===== config.mk =====
export PLATFORM = sky130hd
export DESIGN_NAME = monitor_pin_control_logic
export DESIGN_NICKNAME = d
export VERILOG_FILES = /design/src/rtl/monitor_pin_pkg.sv /design/src/rtl/monitor_pin_control_logic.sv
export SDC_FILE = /design/constraint.sdc
export NUM_CORES = 1
export LEC_CHECK = 0
export ABC_CLOCK_PERIOD_IN_PS = 6100
export BUFFER_PORTS_ARGS = -buffer_cell sky130_fd_sc_hd__buf_2
export CELL_PAD_IN_SITES_DETAIL_PLACEMENT = 0
export CELL_PAD_IN_SITES_GLOBAL_PLACEMENT = 1
export CORE_UTILIZATION = 46
export CTS_CLUSTER_SIZE = 30
export DETAILED_ROUTE_END_ITERATION = 16
export HOLD_SLACK_MARGIN = 0.08
export PLACE_DENSITY_LB_ADDON = 0.1
export SLEW_MARGIN = 5
export SYNTH_ARGS = -nofsm -noshare
export SYNTH_HDL_FRONTEND = slang
export SYNTH_SLANG_ARGS = --single-unit

===== constraint.sdc =====
create_clock -name clk -period 6.1 [get_ports clk]
set_input_delay 0.305 -clock clk [delete_from_list [all_inputs] [get_ports clk]]
set_output_delay 0.305 -clock clk [all_outputs]
set_load 0.02 [all_outputs]

===== src/rtl/monitor_pin_pkg.sv =====
package monitor_pin_pkg;

    // ****************************************************************
    // Slave address
    // ****************************************************************
    localparam logic [4:0] ADDR_UPPER      = 5'h0b;  // Binary 01011
    localparam logic [1:0] ADDR_LOW_GND    = 2'h2;
    localparam logic [1:0] ADDR_LOW_OPEN   = 2'h0;
    localparam logic [1:0] ADDR_LOW_VCC    = 2'h1;

    // Three-state level seen on the address-select pin
    typedef enum logic [1:0] {
        SEL_GND  = 2'b00,
        SEL_OPEN = 2'b01,
        SEL_VCC  = 2'b10
    } sel_level_t;

    // ****************************************************************
    // Timing
    // ****************************************************************
    localparam int CLK_PERIOD_NS    = 10;
    localparam int CLEAR_PULSE_MS   = 20;
    localparam int RESET_PULSE_MS   = 45;
    localparam int CLEAR_PULSE_CYC  = (CLEAR_PULSE_MS * 1000000
                                       + CLK_PERIOD_NS - 1) / CLK_PERIOD_NS;
    localparam int RESET_PULSE_CYC  = (RESET_PULSE_MS * 1000000
                                       + CLK_PERIOD_NS - 1) / CLK_PERIOD_NS;
    localparam int CNT_W            = 23;

    // ****************************************************************
    // Reset values
    // ****************************************************************
    localparam logic       IRQ_EN_RST   = 1'b0;
    localparam logic [4:0] VID_RST      = 5'h00;
    localparam logic [6:0] ADDR_RST     = 7'h2c;

    // Pulse generator states
    typedef enum logic [1:0] {
        PG_IDLE = 2'b00,
        PG_DRIVE = 2'b01,
        PG_HOLD = 2'b10
    } pulse_state_t;

endpackage


===== src/rtl/monitor_pin_control_logic.sv =====
// Behaviour
// - Three-state select pin sets address bits 1:0
// - Test mode turns select pin into output
// - Thermal pin is alert output or input
// - Clear request pulls intrusion low 20 ms
// - Interrupt output works only when enabled
// - Reset command gives 45 ms low pulse
// - Low reset pin acts as reset input
// - Test pin high selects connectivity test
// - Capture voltage code into two status fields
// - Each voltage code pin may be interrupt
// - Reset pin low restores register defaults
// - Address is 01011 plus select-pin bits
// - Select pin sampled only at power-up
`timescale 1ns/1ps
`default_nettype none

module monitor_pin_control_logic #(
    parameter int CLEAR_CYC = monitor_pin_pkg::CLEAR_PULSE_CYC,
    parameter int RESET_CYC = monitor_pin_pkg::RESET_PULSE_CYC
) (
    input  wire logic       clk,
    input  wire logic       rst,
    // Address-select pin: sensed level and output driver
    input  wire logic [1:0] address_select_level,
    input  wire logic       address_select_test_out_in,
    output logic            address_select_test_out_out,
    output logic            address_select_test_out_oe,
    output logic [6:0]      slave_address,
    // Connectivity test enable / analog output pin
    input  wire logic       test_enable_analog_out,
    input  wire logic       test_chain_result,
    output logic            test_mode,
    // Thermal alert pin
    input  wire logic       thermal_alert_pin_in,
    output logic            thermal_alert_pin_out,
    output logic            thermal_alert_pin_oe,
    input  wire logic       thermal_as_input,
    input  wire logic       temp_irq_pending,
    output logic            thermal_input_active,
    // Chassis intrusion pin
    input  wire logic       intrusion_input_in,
    output logic            intrusion_input_out,
    output logic            intrusion_input_oe,
    input  wire logic       intrusion_clear_cfg,
    input  wire logic       intrusion_clear_aux,
    output logic            intrusion_detected,
    // Interrupt request pin
    input  wire logic       irq_enable_wr,
    input  wire logic       irq_enable_val,
    input  wire logic       irq_pending,
    output logic            irq_enable,
    output logic            irq_n_out,
    output logic            irq_n_oe,
    // Master reset pin
    input  wire logic       reset_pin_in,
    output logic            reset_pin_out,
    output logic            reset_pin_oe,
    input  wire logic       reset_pulse_req,
    output logic            pin_reset,
    // Voltage code pins
    input  wire logic       voltage_code_bit4,
    input  wire logic       voltage_code_bit3,
    input  wire logic       voltage_code_bit2,
    input  wire logic       voltage_code_bit1,
    input  wire logic       voltage_code_bit0,
    input  wire logic [4:0] vid_irq_mode,
    output logic            vid4_status,
    output logic [3:0]      vid_low_status,
    output logic [4:0]      vid_irq_level
);

    // ****************************************************************
    // Input synchronisers
    // ****************************************************************
    localparam int NSYNC = 12;
    logic [NSYNC-1:0] sync1_reg;
    logic [NSYNC-1:0] sync2_reg;
    wire  [NSYNC-1:0] raw_in = {address_select_test_out_in,
        test_enable_analog_out, thermal_alert_pin_in, intrusion_input_in,
        reset_pin_in, address_select_level, voltage_code_bit4,
        voltage_code_bit3, voltage_code_bit2, voltage_code_bit1,
        voltage_code_bit0};

    // Two stages for every pin; only stage two feeds logic
    always_ff @(posedge clk) begin
        sync1_reg <= raw_in;
        sync2_reg <= sync1_reg;
    end

    wire       s_test   = sync2_reg[10];
    wire       s_thermal_alert_pin  = sync2_reg[9];
    wire       s_intr   = sync2_reg[8];
    wire       s_rstpin = sync2_reg[7];
    wire [1:0] s_sel    = sync2_reg[6:5];
    wire [4:0] s_vid    = sync2_reg[4:0];

    // ****************************************************************
    // Internal reset
    // ****************************************************************
    // External low on the reset pin resets all but address capture, the pulse
    // generator and the reset-pin driver, and our own pulse must not count as an external low
    logic  own_drive;
    wire   ext_reset = ~s_rstpin & ~own_drive;
    wire   int_rst   = rst | ext_reset;

    // ****************************************************************
    // Address capture at power-up
    // ****************************************************************
    logic       addr_taken_reg;
    logic [6:0] addr_reg;
    logic [1:0] low_bits;
    // Map three-state level to low address bits
    always_comb begin
        case (monitor_pin_pkg::sel_level_t'(s_sel))
            monitor_pin_pkg::SEL_GND:
                low_bits = monitor_pin_pkg::ADDR_LOW_GND;
            monitor_pin_pkg::SEL_VCC:
                low_bits = monitor_pin_pkg::ADDR_LOW_VCC;
            default:
                low_bits = monitor_pin_pkg::ADDR_LOW_OPEN;
        endcase
    end

    // Only rst (power-up) rearms capture; pin resets do not
    // The published address also sits here, so a pin reset cannot disturb it
    always_ff @(posedge clk) begin
        if (rst) begin
            addr_taken_reg <= 1'b0;
            addr_reg       <= monitor_pin_pkg::ADDR_RST;
            slave_address  <= monitor_pin_pkg::ADDR_RST;
        end else begin
            if (!addr_taken_reg) begin
                addr_taken_reg <= 1'b1;
                addr_reg <= {monitor_pin_pkg::ADDR_UPPER, low_bits};
            end
            slave_address <= addr_reg;
        end
    end

    // ****************************************************************
    // Test mode and pin steering
    // ****************************************************************
    always_ff @(posedge clk) begin
        if (int_rst) begin
            test_mode                   <= 1'b0;
            address_select_test_out_oe  <= 1'b0;
            address_select_test_out_out <= 1'b0;
            thermal_alert_pin_oe        <= 1'b0;
            thermal_alert_pin_out       <= 1'b0;
            thermal_input_active        <= 1'b0;
        end else begin
            test_mode                   <= s_test;
            address_select_test_out_oe  <= s_test;
            address_select_test_out_out <= test_chain_result;
            // Open drain low only for a pending temperature alert
            thermal_alert_pin_oe  <= ~thermal_as_input
                                     & temp_irq_pending;
            thermal_alert_pin_out <= 1'b0;
            thermal_input_active  <= thermal_as_input & ~s_thermal_alert_pin;
        end
    end

    // ****************************************************************
    // Intrusion and voltage code
    // ****************************************************************
    localparam int CNT_W_L = monitor_pin_pkg::CNT_W;
    logic [CNT_W_L-1:0] clr_cnt_reg;
    wire clr_req = intrusion_clear_cfg | intrusion_clear_aux;
    wire clr_busy = (clr_cnt_reg != '0);

    // Counter restarts while the request stands, so pulse is at least
    // the full time after the last request cycle
    always_ff @(posedge clk) begin
        if (int_rst) begin
            clr_cnt_reg        <= '0;
            intrusion_input_oe <= 1'b0;
            intrusion_detected <= 1'b0;
        end else begin
            if (clr_req)
                clr_cnt_reg <= CNT_W_L'(CLEAR_CYC);
            else if (clr_busy)
                clr_cnt_reg <= clr_cnt_reg - 1'b1;
            intrusion_input_oe <= clr_req | clr_busy;
            // Latch output is sensed high only while not clamping
            intrusion_detected <= s_intr & ~clr_busy & ~clr_req;
        end
    end
    assign intrusion_input_out = 1'b0;

    // Code pins follow the level; interrupt-mode pins report active low
    always_ff @(posedge clk) begin
        if (int_rst) begin
            vid4_status    <= monitor_pin_pkg::VID_RST[4];
            vid_low_status <= monitor_pin_pkg::VID_RST[3:0];
            vid_irq_level  <= '0;
        end else begin
            vid4_status    <= s_vid[4] & ~vid_irq_mode[4];
            vid_low_status <= s_vid[3:0] & ~vid_irq_mode[3:0];
            vid_irq_level  <= ~s_vid & vid_irq_mode;
        end
    end

    // ****************************************************************
    // Interrupt request output
    // ****************************************************************
    always_ff @(posedge clk) begin
        if (int_rst) begin
            irq_enable <= monitor_pin_pkg::IRQ_EN_RST;
            irq_n_oe   <= 1'b0;
        end else begin
            if (irq_enable_wr)
                irq_enable <= irq_enable_val;
            irq_n_oe <= irq_enable & irq_pending;
        end
    end
    assign irq_n_out = 1'b0;

    // ****************************************************************
    // Master reset pulse
    // ****************************************************************
    monitor_pin_pkg::pulse_state_t pg_state_reg;
    logic [CNT_W_L-1:0]            rst_cnt_reg;

    // Pulse generator uses rst only; HOLD waits for the pin to rise
    // so the released pin is not taken as an external reset
    always_ff @(posedge clk) begin
        if (rst) begin
            pg_state_reg <= monitor_pin_pkg::PG_IDLE;
            rst_cnt_reg  <= '0;
            own_drive    <= 1'b0;
        end else begin
            case (pg_state_reg)
                monitor_pin_pkg::PG_IDLE: begin
                    if (reset_pulse_req) begin
                        pg_state_reg <= monitor_pin_pkg::PG_DRIVE;
                        rst_cnt_reg  <= CNT_W_L'(RESET_CYC);
                        own_drive    <= 1'b1;
                    end
                end
                monitor_pin_pkg::PG_DRIVE: begin
                    if (rst_cnt_reg == CNT_W_L'(1))
                        pg_state_reg <= monitor_pin_pkg::PG_HOLD;
                    rst_cnt_reg <= rst_cnt_reg - 1'b1;
                end
                monitor_pin_pkg::PG_HOLD: begin
                    if (s_rstpin) begin
                        pg_state_reg <= monitor_pin_pkg::PG_IDLE;
                        own_drive    <= 1'b0;
                    end
                end
                default: pg_state_reg <= monitor_pin_pkg::PG_IDLE;
            endcase
        end
    end

    // Pin driver and reset indication
    always_ff @(posedge clk) begin
        if (rst) begin
            reset_pin_oe <= 1'b0;
            pin_reset    <= 1'b0;
        end else begin
            reset_pin_oe <= (pg_state_reg == monitor_pin_pkg::PG_DRIVE)
                            | (reset_pulse_req
                               & pg_state_reg == monitor_pin_pkg::PG_IDLE);
            pin_reset    <= ext_reset;
        end
    end
    assign reset_pin_out = 1'b0;

endmodule // monitor_pin_control_logic
`default_nettype wire


# Word-level counts from Yosys, hierarchy flattened
# Cells that the tools add are included.
dict set report word_totals {
  inputBits 28
  reg_bits 96
  output_inout_bits 32
  wordCells 78
}
dict set report op_classes {
  muxes 13
  reduce_logical 10
  n_addsub 2
  eq_ne 7
  n_bitwise 23
}
# op n
set op_table {}
lappend op_table {{23-bit one-hot mux with 2 select lines} 1}
lappend op_table {{23-bit by 1-bit subtractor with 23-bit output (second input constant)} 2}
lappend op_table {{21-bit 2-to-1 mux} 2}
lappend op_table {{23-bit by 1-bit == test with 1-bit output (second input constant)} 1}
lappend op_table {{23-bit 2-to-1 mux} 1}
lappend op_table {{23-bit nonzero test} 1}
lappend op_table {{1-bit bitwise AND} 8}
lappend op_table {{1-bit inverter} 7}
lappend op_table {{2-bit 2-to-1 mux} 3}
lappend op_table {{2-bit inequality test (second input constant)} 3}
lappend op_table {{2-bit one-hot mux with 3 select lines} 1}
lappend op_table {{3-bit AND reduction} 2}
lappend op_table {{2-bit nonzero test} 3}
lappend op_table {{5-bit bitwise AND} 1}
lappend op_table {{5-bit inverter} 1}
lappend op_table {{4-bit bitwise AND} 1}
lappend op_table {{2-bit == test (second input constant)} 2}
lappend op_table {{2-bit zero test} 2}
lappend op_table {{4-bit inverter} 1}
lappend op_table {{1-bit bitwise OR} 4}
lappend op_table {{2-bit one-hot mux with 2 select lines} 1}
lappend op_table {{1-bit 2-to-1 mux} 3}
lappend op_table {{2-bit by 1-bit == test with 1-bit output (second input constant)} 1}
lappend op_table {{1-bit one-hot mux with 2 select lines} 1}
lappend op_table {{other kinds (2)} 2}

# Logic depth before layout (Yosys ltp)
# Gate-level depths: netlist of the first run.
dict set report logic_depth {
  ltp_word 4
  depth_mapped 8
  ltp_nobuf 7
}

# Worst setup path after synthesis of the first run
# OpenSTA, ideal clock, no wires.
dict set report synth_timing {
  kind {register -> register}
  startpoint {register clr_cnt_reg[0]}
  endpoint {register clr_cnt_reg[18]}
  path_stages_with_launch 9
  required_ns 5.962
  period_less_slack_ns 2.158
  t_arrival_ns 2.020
  slack_ns 3.942
  n_path_buf 1
  setup_ns 0.138
  cell_sequence {dfxtp_1 -> inv_1 -> ha_1 -> or3b_1 -> or4b_1 -> buf_2 -> nor4b_2 -> xnor2_1 -> a21oi_1}
}
dict set report synth_via {
  elab_chain_len 3
  word_cells_on_any_way 5
  classes_between {add/sub: 1; mux: 2; reduce/logical: 2}
}
# item line_no
set synth_lines {}
lappend synth_lines {{start: declaration} monitor_pin_control_logic.sv:168} ;# logic [CNT_W_L-1:0] clr_cnt_reg;
lappend synth_lines {{start signal: assignment} monitor_pin_control_logic.sv:181} ;# clr_cnt_reg <= CNT_W_L'(CLEAR_CYC);
lappend synth_lines {{start signal: assignment} monitor_pin_control_logic.sv:183} ;# clr_cnt_reg <= clr_cnt_reg - 1'b1;
lappend synth_lines {{23-bit by 1-bit subtractor with 23-bit output} monitor_pin_control_logic.sv:183}
lappend synth_lines {{21-bit 2-to-1 mux} monitor_pin_control_logic.sv:182} ;# else if (clr_busy)
lappend synth_lines {{21-bit 2-to-1 mux} monitor_pin_control_logic.sv:180} ;# if (clr_req)
# Parallel ways exist; a longest one is shown, timed or not. The select of a mux whose other input is x is not followed.
# A chain may end at the register's enable or synchronous reset.

# Worst setup path after layout of the first run
# Same ends and word-level chain as after synthesis.

==> results of run 1 <==
==> through the flow <==
stage	cell area, µm²	setup slack (ns)
after detailed placement	3940	3.69
after global routing	4230	3.35
after CTS	4230	3.66
final	4230	3.66
after floorplan	3690	3.94
after global placement	3940	3.66
==> routing by layer <==
layer	GRT usage	wire length, µm	up-vias
li1	-	-	1415
met1	0.257	3680	1292
met2	0.267	3100	54
met3	0.0427	328	8
met4	0.0794	100	0
met5	0	0	-
==> cells by family after synthesis <==
kind of cell               Yosys count
xor gates and xnor gates            17
AOI/OAI and AO/OA                   53
adders and majority gates            4
buffers and inverters               29
DFF                                 96
other                                2
and+or+nand+nor                    162
muxes                                8
==> worst paths after layout <==
check / to / slack (ns) / start / cells after the start
min: vid_low_status[3]$_SDFF_PP0_ / 0.10 / vid_irq_mode[3] / 2
min reg2reg: sync2_reg[10]$_DFF_P_ / 0.33 / sync1_reg[10]$_DFF_P_ / 0
max: clr_cnt_reg[18]$_SDFFE_PP0P_ / 3.66 / clr_cnt_reg[0]$_SDFFE_PP0P_ / 7
max reg2reg: clr_cnt_reg[18]$_SDFFE_PP0P_ / 3.66 / clr_cnt_reg[0]$_SDFFE_PP0P_ / 7
==> timing repair <==
item	4_1_cts	5_1_grt
endpoints found under the hold margin	11	0
resized for setup	0	0
hold buffers	11	0
==> worst reg2reg max path, cell delays in order (launching register included) <==
cell	delay, ns
dfxtp_1	0.34
inv_1	0.11
ha_1	0.19
or3b_1	0.40
or4b_1	0.72
nor4b_2	0.32
xnor2_1	0.15
a21oi_1	0.08
==> area by class of cell <==
| type | count | area [µm²] | area share |
|---|---|---|---|
| Sequential cell | 96 | 1920 | 0.454 |
| Multi-Input combinational cell | 253 | 1610 | 0.380 |
| Tap cell | 102 | 128 | 0.0301 |
| Clock inverter | 6 | 51.3 | 0.0121 |
| Timing Repair Buffer | 61 | 363 | 0.0857 |
| Inverter | 6 | 22.5 | 0.00532 |
| Clock buffer | 10 | 138 | 0.0325 |
==> cell usage in the layout (no fill, tap or decap), types with 6 or more instances in the layout <==
cell | netlist | final
nand2_1 | 17 | 17
or3_1 | 6 | 6
xnor2_1 | 9 | 9
conb_1 | 2 | 9
a211oi_1 | 7 | 7
buf_2 | 1 | 49
nor3b_1 | 14 | 14
a21oi_1 | 25 | 25
clkbuf_8 | 0 | 10
inv_1 | 6 | 6
dlygate4sd3_1 | 0 | 11
nor3_1 | 14 | 14
mux2_2 | 6 | 6
xor2_1 | 8 | 8
dfxtp_1 | 96 | 96
nor4_1 | 11 | 11
nor2_1 | 43 | 43
or4_1 | 12 | 12
nand4b_1 | 6 | 6
==> power groups by stage <==
stage               Sequential [W]  Combinational (W)  Clock (W)
global route              0.000698           0.000235   0.000436
finish                    0.000692           0.000210   0.000393
CTS                       0.000692           0.000210   0.000407
detailed placement        0.000706           0.000204          0
floorplan                 0.000706           0.000164          0
global placement          0.000705           0.000201          0
==> flow_summary_export.csv, run 1 <==
group,metric,value,unit
run_status,outcome,"complete, no violations",
placement,dp_hpwl,4680,µm
floorplanning,fp-row-count,32,
synth,ys_warn_count,0,
synth,netlist_area,3670,µm²
worst_setup_path,timing.critical_path.buf_inv,1,
finish,antenna_cells,0,
worst_setup_path,worstPathCellList,"inv_1 > ha_1 > or3b_1 > or4b_1 > nor4b_2 > xnor2_1 > a21oi_1",
sta,fin_crit,2.44,ns
floorplanning,die-area,8340,µm²
sta,slew_headroom,0.529,
floorplanning,die_h,91.3,µm
finish,instances_no_fill,534,
synth,synth-main-ff-cell,"dfxtp_1",
finish,nNetsFinal,459,
grt,antenna_found_initial,0,
flow_run,maxCapViolCount,0,
sta,fin_tns_setup,0,ns
placement,dp_cells,507,
worst_setup_path,critPathKind,"reg -> reg",
sta,rsz0062_at_grt,"no",
worst_setup_path,crit_fanout,7,
hold_path,min_path_type,"in -> reg",
clock_network,clock_sinks,96,
drt,routed_via_density,5.19,
floorplanning,core-area,7730,µm²
drt,routed_wl,7200,µm
worst_setup_path,critPathMaxStageDelay,0.72,ns
synth,synth-compound-area-share,0.0887,
floorplanning,fp.dieW,91.3,µm
grt,grt_start_max_net_pins,34,
worst_setup_path,crit_path_end_kind,"register",
synth,synth_cells,371,
clock_network,post_cts_buffers,0,
drt,detail-route-antenna-nets,0,
placement,io_buffers,49,
synth,syn_area_per_cell,9.89,µm²
clock_network,cts_tree,"built",
worst_setup_path,crit_required,6.32,ns
clock_network,insertion_delay,0.35,ns
power,ir_drop,0.148,mV
grt,globalRouteTotalUtil,0.183,
floorplanning,io_pins,60,
power,switching_share,0.292,
clock_network,clkTransAtPathRegs,0.10,ns
drt,wire_per_inst,13.5,µm
finish,fillers,715,
drt,drt_pre_antenna_iters,6,
placement,place.gp.congestion,0.796,
sta,worstMarginPinSlew,0.705,ns
sta,fmax,410,MHz
grt,grt_pass1_wl,12100,µm
synth,yosysMostFrequentCell,"dfxtp_1",
power,pwr-share-comb,0.162,
sta,hold_viol,0,
finish,fin_util,0.548,
sta,finalSetupViolCount,0,
finish,areaGrowthSynthToFinish,15.4,%
power,power,0.00129,W
synth,synthXorXnorAreaFrac,0.0406,
worst_setup_path,cp.arrival,2.66,ns
worst_setup_path,critical-path-top-delay-family,"simple AND/OR/NAND/NOR gates",
synth,yosys.area_share.simple,0.263,
synth,synth_seq_cells,96,
power,switchingPower,0.000378,W
grt,grt_pass1_vias,2598,
synth,netlist_top_cells_count,"dfxtp_1, nor2_1, a21oi_1, nand2_1",
worst_setup_path,critPathLaunchType,"register",
floorplanning,start_util,0.475,
grt,grt_overflow_total,0,
power,p_seq_frac,0.534,
power,pwr-share-clk,0.304,
clock_network,numCtsBuffers,9,
sta,hold_ws,0.100,ns
finish,drive_gt1_frac,0.206,
sta,slew_viol_final,0,
sta,fin_crit_sh,0.400,
synth,synth_cell_types,47,
worst_setup_path,critPathSlowestCell,"or4b_1",
clock_network,cts_root_buf,"clkbuf_8",
power,cellLeakagePower,1.70,nW
synth,synthArstFlopShare,0,
clock_network,htreeDepth,3,
synth,synth_top_cell_area_share,0.524,
drt,vias,2769,
power,p_per_area,306,nW/µm²
drt,first_iter_violations,101,
sta,skew,0.0123,ns
synth,synth_top_family_by_area,"simple AND/OR/NAND/NOR gates",
synth,synthAdderAreaFrac,0.0136,
synth,synth_mux_area_frac,0.0239,
synth,synth-edff-count,0,
drt,drc_errors,0,
synth,synth.largest_area_cell,"dfxtp_1",
synth,synth-seq-area-share,0.524,
synth,synthTopCellsByArea,"dfxtp_1, nor2_1, a21oi_1",
power,internal_power,0.000917,W
clock_network,cts_buffer_depth,2,
Note: power is estimated with default switching activity, not from simulation.
==> run 2: changes to the inputs <==
--- a/config.mk
+++ b/config.mk
@@ -5,11 +5,11 @@
 export SDC_FILE = /design/constraint.sdc
 export NUM_CORES = 1
 export LEC_CHECK = 0
-export ABC_CLOCK_PERIOD_IN_PS = 6100
+export ABC_CLOCK_PERIOD_IN_PS = 2000
 export BUFFER_PORTS_ARGS = -buffer_cell sky130_fd_sc_hd__buf_2
 export CELL_PAD_IN_SITES_DETAIL_PLACEMENT = 0
 export CELL_PAD_IN_SITES_GLOBAL_PLACEMENT = 1
-export CORE_UTILIZATION = 46
+export CORE_UTILIZATION = 38
 export CTS_CLUSTER_SIZE = 30
 export DETAILED_ROUTE_END_ITERATION = 16
 export HOLD_SLACK_MARGIN = 0.08
==> constraint.sdc (replaced) <==
create_clock -name clk -period 2 [get_ports clk]
set_input_delay 0.1 -clock clk [delete_from_list [all_inputs] [get_ports clk]]
set_output_delay 0.1 -clock clk [all_outputs]
set_load 0.02 [all_outputs]
==> run 2 against run 1 <==
The flow now finishes with violations (setup timing). Sequential share of layout area decreased by 6.9 points. Die area increased by 21%. Clock power increased to 3.2 times the previous value. Register-to-register slack got worse by 3.7 ns. Combinational power increased to 4.6 times the previous value. Core utilization decreased by 0.88 points. Sequential cell count unchanged. Global-route usage decreased by 0.59 points. Clock-buffer cell count unchanged.
==> flow_summary_export.csv, run 2 (same netlist as run 1, synthesis figures left out) <==
group,metric,value,unit
power,switching_share,0.301,
sta,slew_viol_final,0,
hold_path,min_path_type,"in -> reg",
sta,finalSetupViolCount,11,
power,cellLeakagePower,2.08,nW
clock_network,htreeDepth,3,
grt,grt_pass1_vias,2913,
clock_network,insertion_delay,0.36,ns
drt,routed_wl,8420,µm
clock_network,numCtsBuffers,9,
power,internal_power,0.00301,W
hold_path,min_to,"clr_cnt_reg[11]$_SDFFE_PP0P_",
finish,nNetsFinal,520,
sta,hold_viol,0,
power,pwr-share-clk,0.288,
run_status,outcome,"finished with violations",
sta,setup_slack,-0.0819,ns
drt,routed_via_density,4.87,
sta,slew_headroom,0.635,
finish,areaGrowthSynthToFinish,36.4,%
drt,vias,3028,
worst_setup_path,critPathLaunchType,"register",
drt,drt_pre_antenna_iters,4,
clock_network,clock_sinks,96,
worst_setup_path,crit_required,2.24,ns
placement,io_buffers,49,
power,switchingPower,0.00130,W
power,p_per_area,862,nW/µm²
sta,skew,0.0171,ns
worst_setup_path,critPathKind,"reg -> reg",
placement,dp_hpwl,5350,µm
drt,detail-route-antenna-nets,0,
finish,final_common_cell,"dfxtp_1",
sta,hold_ws,0.194,ns
drt,first_iter_violations,121,
sta,fin_crit,2.08,ns
power,pwr-share-comb,0.224,
worst_setup_path,r2r_setup_slack,-0.08,ns
worst_setup_path,r2r_cells,8,
power,power,0.00431,W
worst_setup_path,crit_fanout,7,
worst_setup_path,r2r-start,"clr_cnt_reg[1]$_SDFFE_PP0P_",
floorplanning,core-area,9280,µm²
floorplanning,io_pins,60,
finish,fillers,889,
finish,drive_gt1_frac,0.331,
grt,grt_pass1_wl,14000,µm
floorplanning,die_h,100,µm
worst_setup_path,cp.arrival,2.33,ns
hold_path,hp-start,"intrusion_clear_aux",
worst_setup_path,crit_path_end_kind,"register",
clock_network,cts_tree,"built",
sta,worstMarginPinSlew,0.548,ns
floorplanning,die-area,10100,µm²
power,ir_drop,0.403,mV
clock_network,cts_buffer_depth,2,
sta,fmax,480,MHz
clock_network,clkTransAtPathRegs,0.10,ns
grt,globalRouteTotalUtil,0.177,
worst_setup_path,timing.rr.end,"clr_cnt_reg[10]$_SDFFE_PP0P_",
finish,final_cell_mix,"dfxtp_1, buf_2, buf_4",
floorplanning,fp.dieW,100,µm
floorplanning,start_util,0.395,
drt,wire_per_inst,13.5,µm
clock_network,cts_root_buf,"clkbuf_8",
placement,place.gp.congestion,0.786,
grt,grt_overflow_total,0,
drt,drc_errors,0,
hold_path,whs_path_depth,5,
sta,rsz0062_at_grt,"yes",
floorplanning,fp-row-count,35,
run_status,violations,"setup timing",
finish,antenna_cells,0,
grt,grt_start_max_net_pins,24,
grt,antenna_found_initial,0,
flow_run,maxCapViolCount,0,
sta,fin_crit_sh,1.04,
power,p_seq_frac,0.488,
-- run 2: changes by cell type in the layout (fill, tap and decap cells not counted), moves of 4 or more --
| cell | previous run | this run |
|---|---|---|
| buf_4 | 1 | 45 |
| dlygate4sd3_1 | 11 | 24 |
| nor4_4 | 0 | 7 |
| nor4_1 | 11 | 7 |
| or4_1 | 12 | 8 |
| or4_4 | 2 | 6 |
-- run 2: stage by stage --
| stage | utilization | instances | TNS [ns] | setup slack, ns | area [µm²] |
|---|---|---|---|---|---|
| after floorplan | - | 378 | -0.263 | -0.0869 | 3740 |
| after global placement | 0.466 | 576 | -1.58 | -0.134 | 4330 |
| after detailed placement | 0.466 | 576 | -1.77 | -0.190 | 4330 |
| after CTS | 0.528 | 620 | -0.886 | -0.145 | 4900 |
| after global routing | 0.539 | 622 | -1.75 | -0.193 | 5000 |
| final | 0.539 | 622 | -0.571 | -0.0819 | 5000 |
-- run 2: final cells by class --
| cell class | instances | area, µm² | area share |
|---|---|---|---|
| clock buffer | 10 | 138 | 0.0275 |
| clock inverter | 6 | 56.3 | 0.0113 |
| inverter | 6 | 22.5 | 0.00450 |
| multi-input combinational | 254 | 1840 | 0.369 |
| sequential | 96 | 1930 | 0.385 |
| tap | 129 | 161 | 0.0323 |
| timing repair buffer | 121 | 857 | 0.171 |
-- run 2: what timing repair did --
item | CTS | global route
hold buffers | 24 | 0
gates resized for setup | 19 | 23
pin swaps | 19 | 19
endpoints found under the setup margin | 31 | 32
buffers inserted | 3 | 3
gates cloned | 1 | 0
endpoints found under the hold margin | 35 | 0
-- run 2: power groups by stage --
stage	logic (W)	clock network (W)	registers (W)
finish	0.000967	0.00124	0.00210
global route	0.00105	0.00138	0.00212
CTS	0.000918	0.00129	0.00210
detailed placement	0.000798	0	0.00214
global placement	0.000792	0	0.00214
floorplan	0.000525	0	0.00215
-- run 2: worst max path at each step --
stage / slack [ns] / from / depth (start not counted) / end
floorplan: -0.09 / clr_cnt_reg[0]$_SDFFE_PP0P_ / 8 / clr_cnt_reg[18]$_SDFFE_PP0P_
global placement: -0.13 / clr_cnt_reg[0]$_SDFFE_PP0P_ / 8 / clr_cnt_reg[18]$_SDFFE_PP0P_
detailed placement: -0.19 / rst_cnt_reg[17]$_SDFFE_PP0P_ / 5 / pg_state_reg[0]$_SDFFE_PP0P_
CTS: -0.14 / clr_cnt_reg[0]$_SDFFE_PP0P_ / 8 / clr_cnt_reg[18]$_SDFFE_PP0P_
global route: -0.19 / clr_cnt_reg[1]$_SDFFE_PP0P_ / 7 / clr_cnt_reg[18]$_SDFFE_PP0P_
finish: -0.08 / clr_cnt_reg[1]$_SDFFE_PP0P_ / 8 / clr_cnt_reg[10]$_SDFFE_PP0P_
-- run 2: critical path, stage by stage, from the launching register on --
cell     delay [ns]
dfxtp_2        0.34
inv_2          0.07
ha_4           0.13
or3b_4         0.37
or4b_4         0.58
buf_4          0.18
nor2_2         0.10
xnor2_1        0.12
a21oi_1        0.08
-- run 2: layer usage --
| metal | GRT usage | up-vias | share of wire |
|---|---|---|---|
| li1 | - | 1541 | - |
| met1 | 0.260 | 1408 | 0.51 |
| met2 | 0.249 | 73 | 0.43 |
| met3 | 0.0501 | 6 | 0.052 |
| met4 | 0.0546 | 0 | 0.011 |
| met5 | 0 | - | 0 |
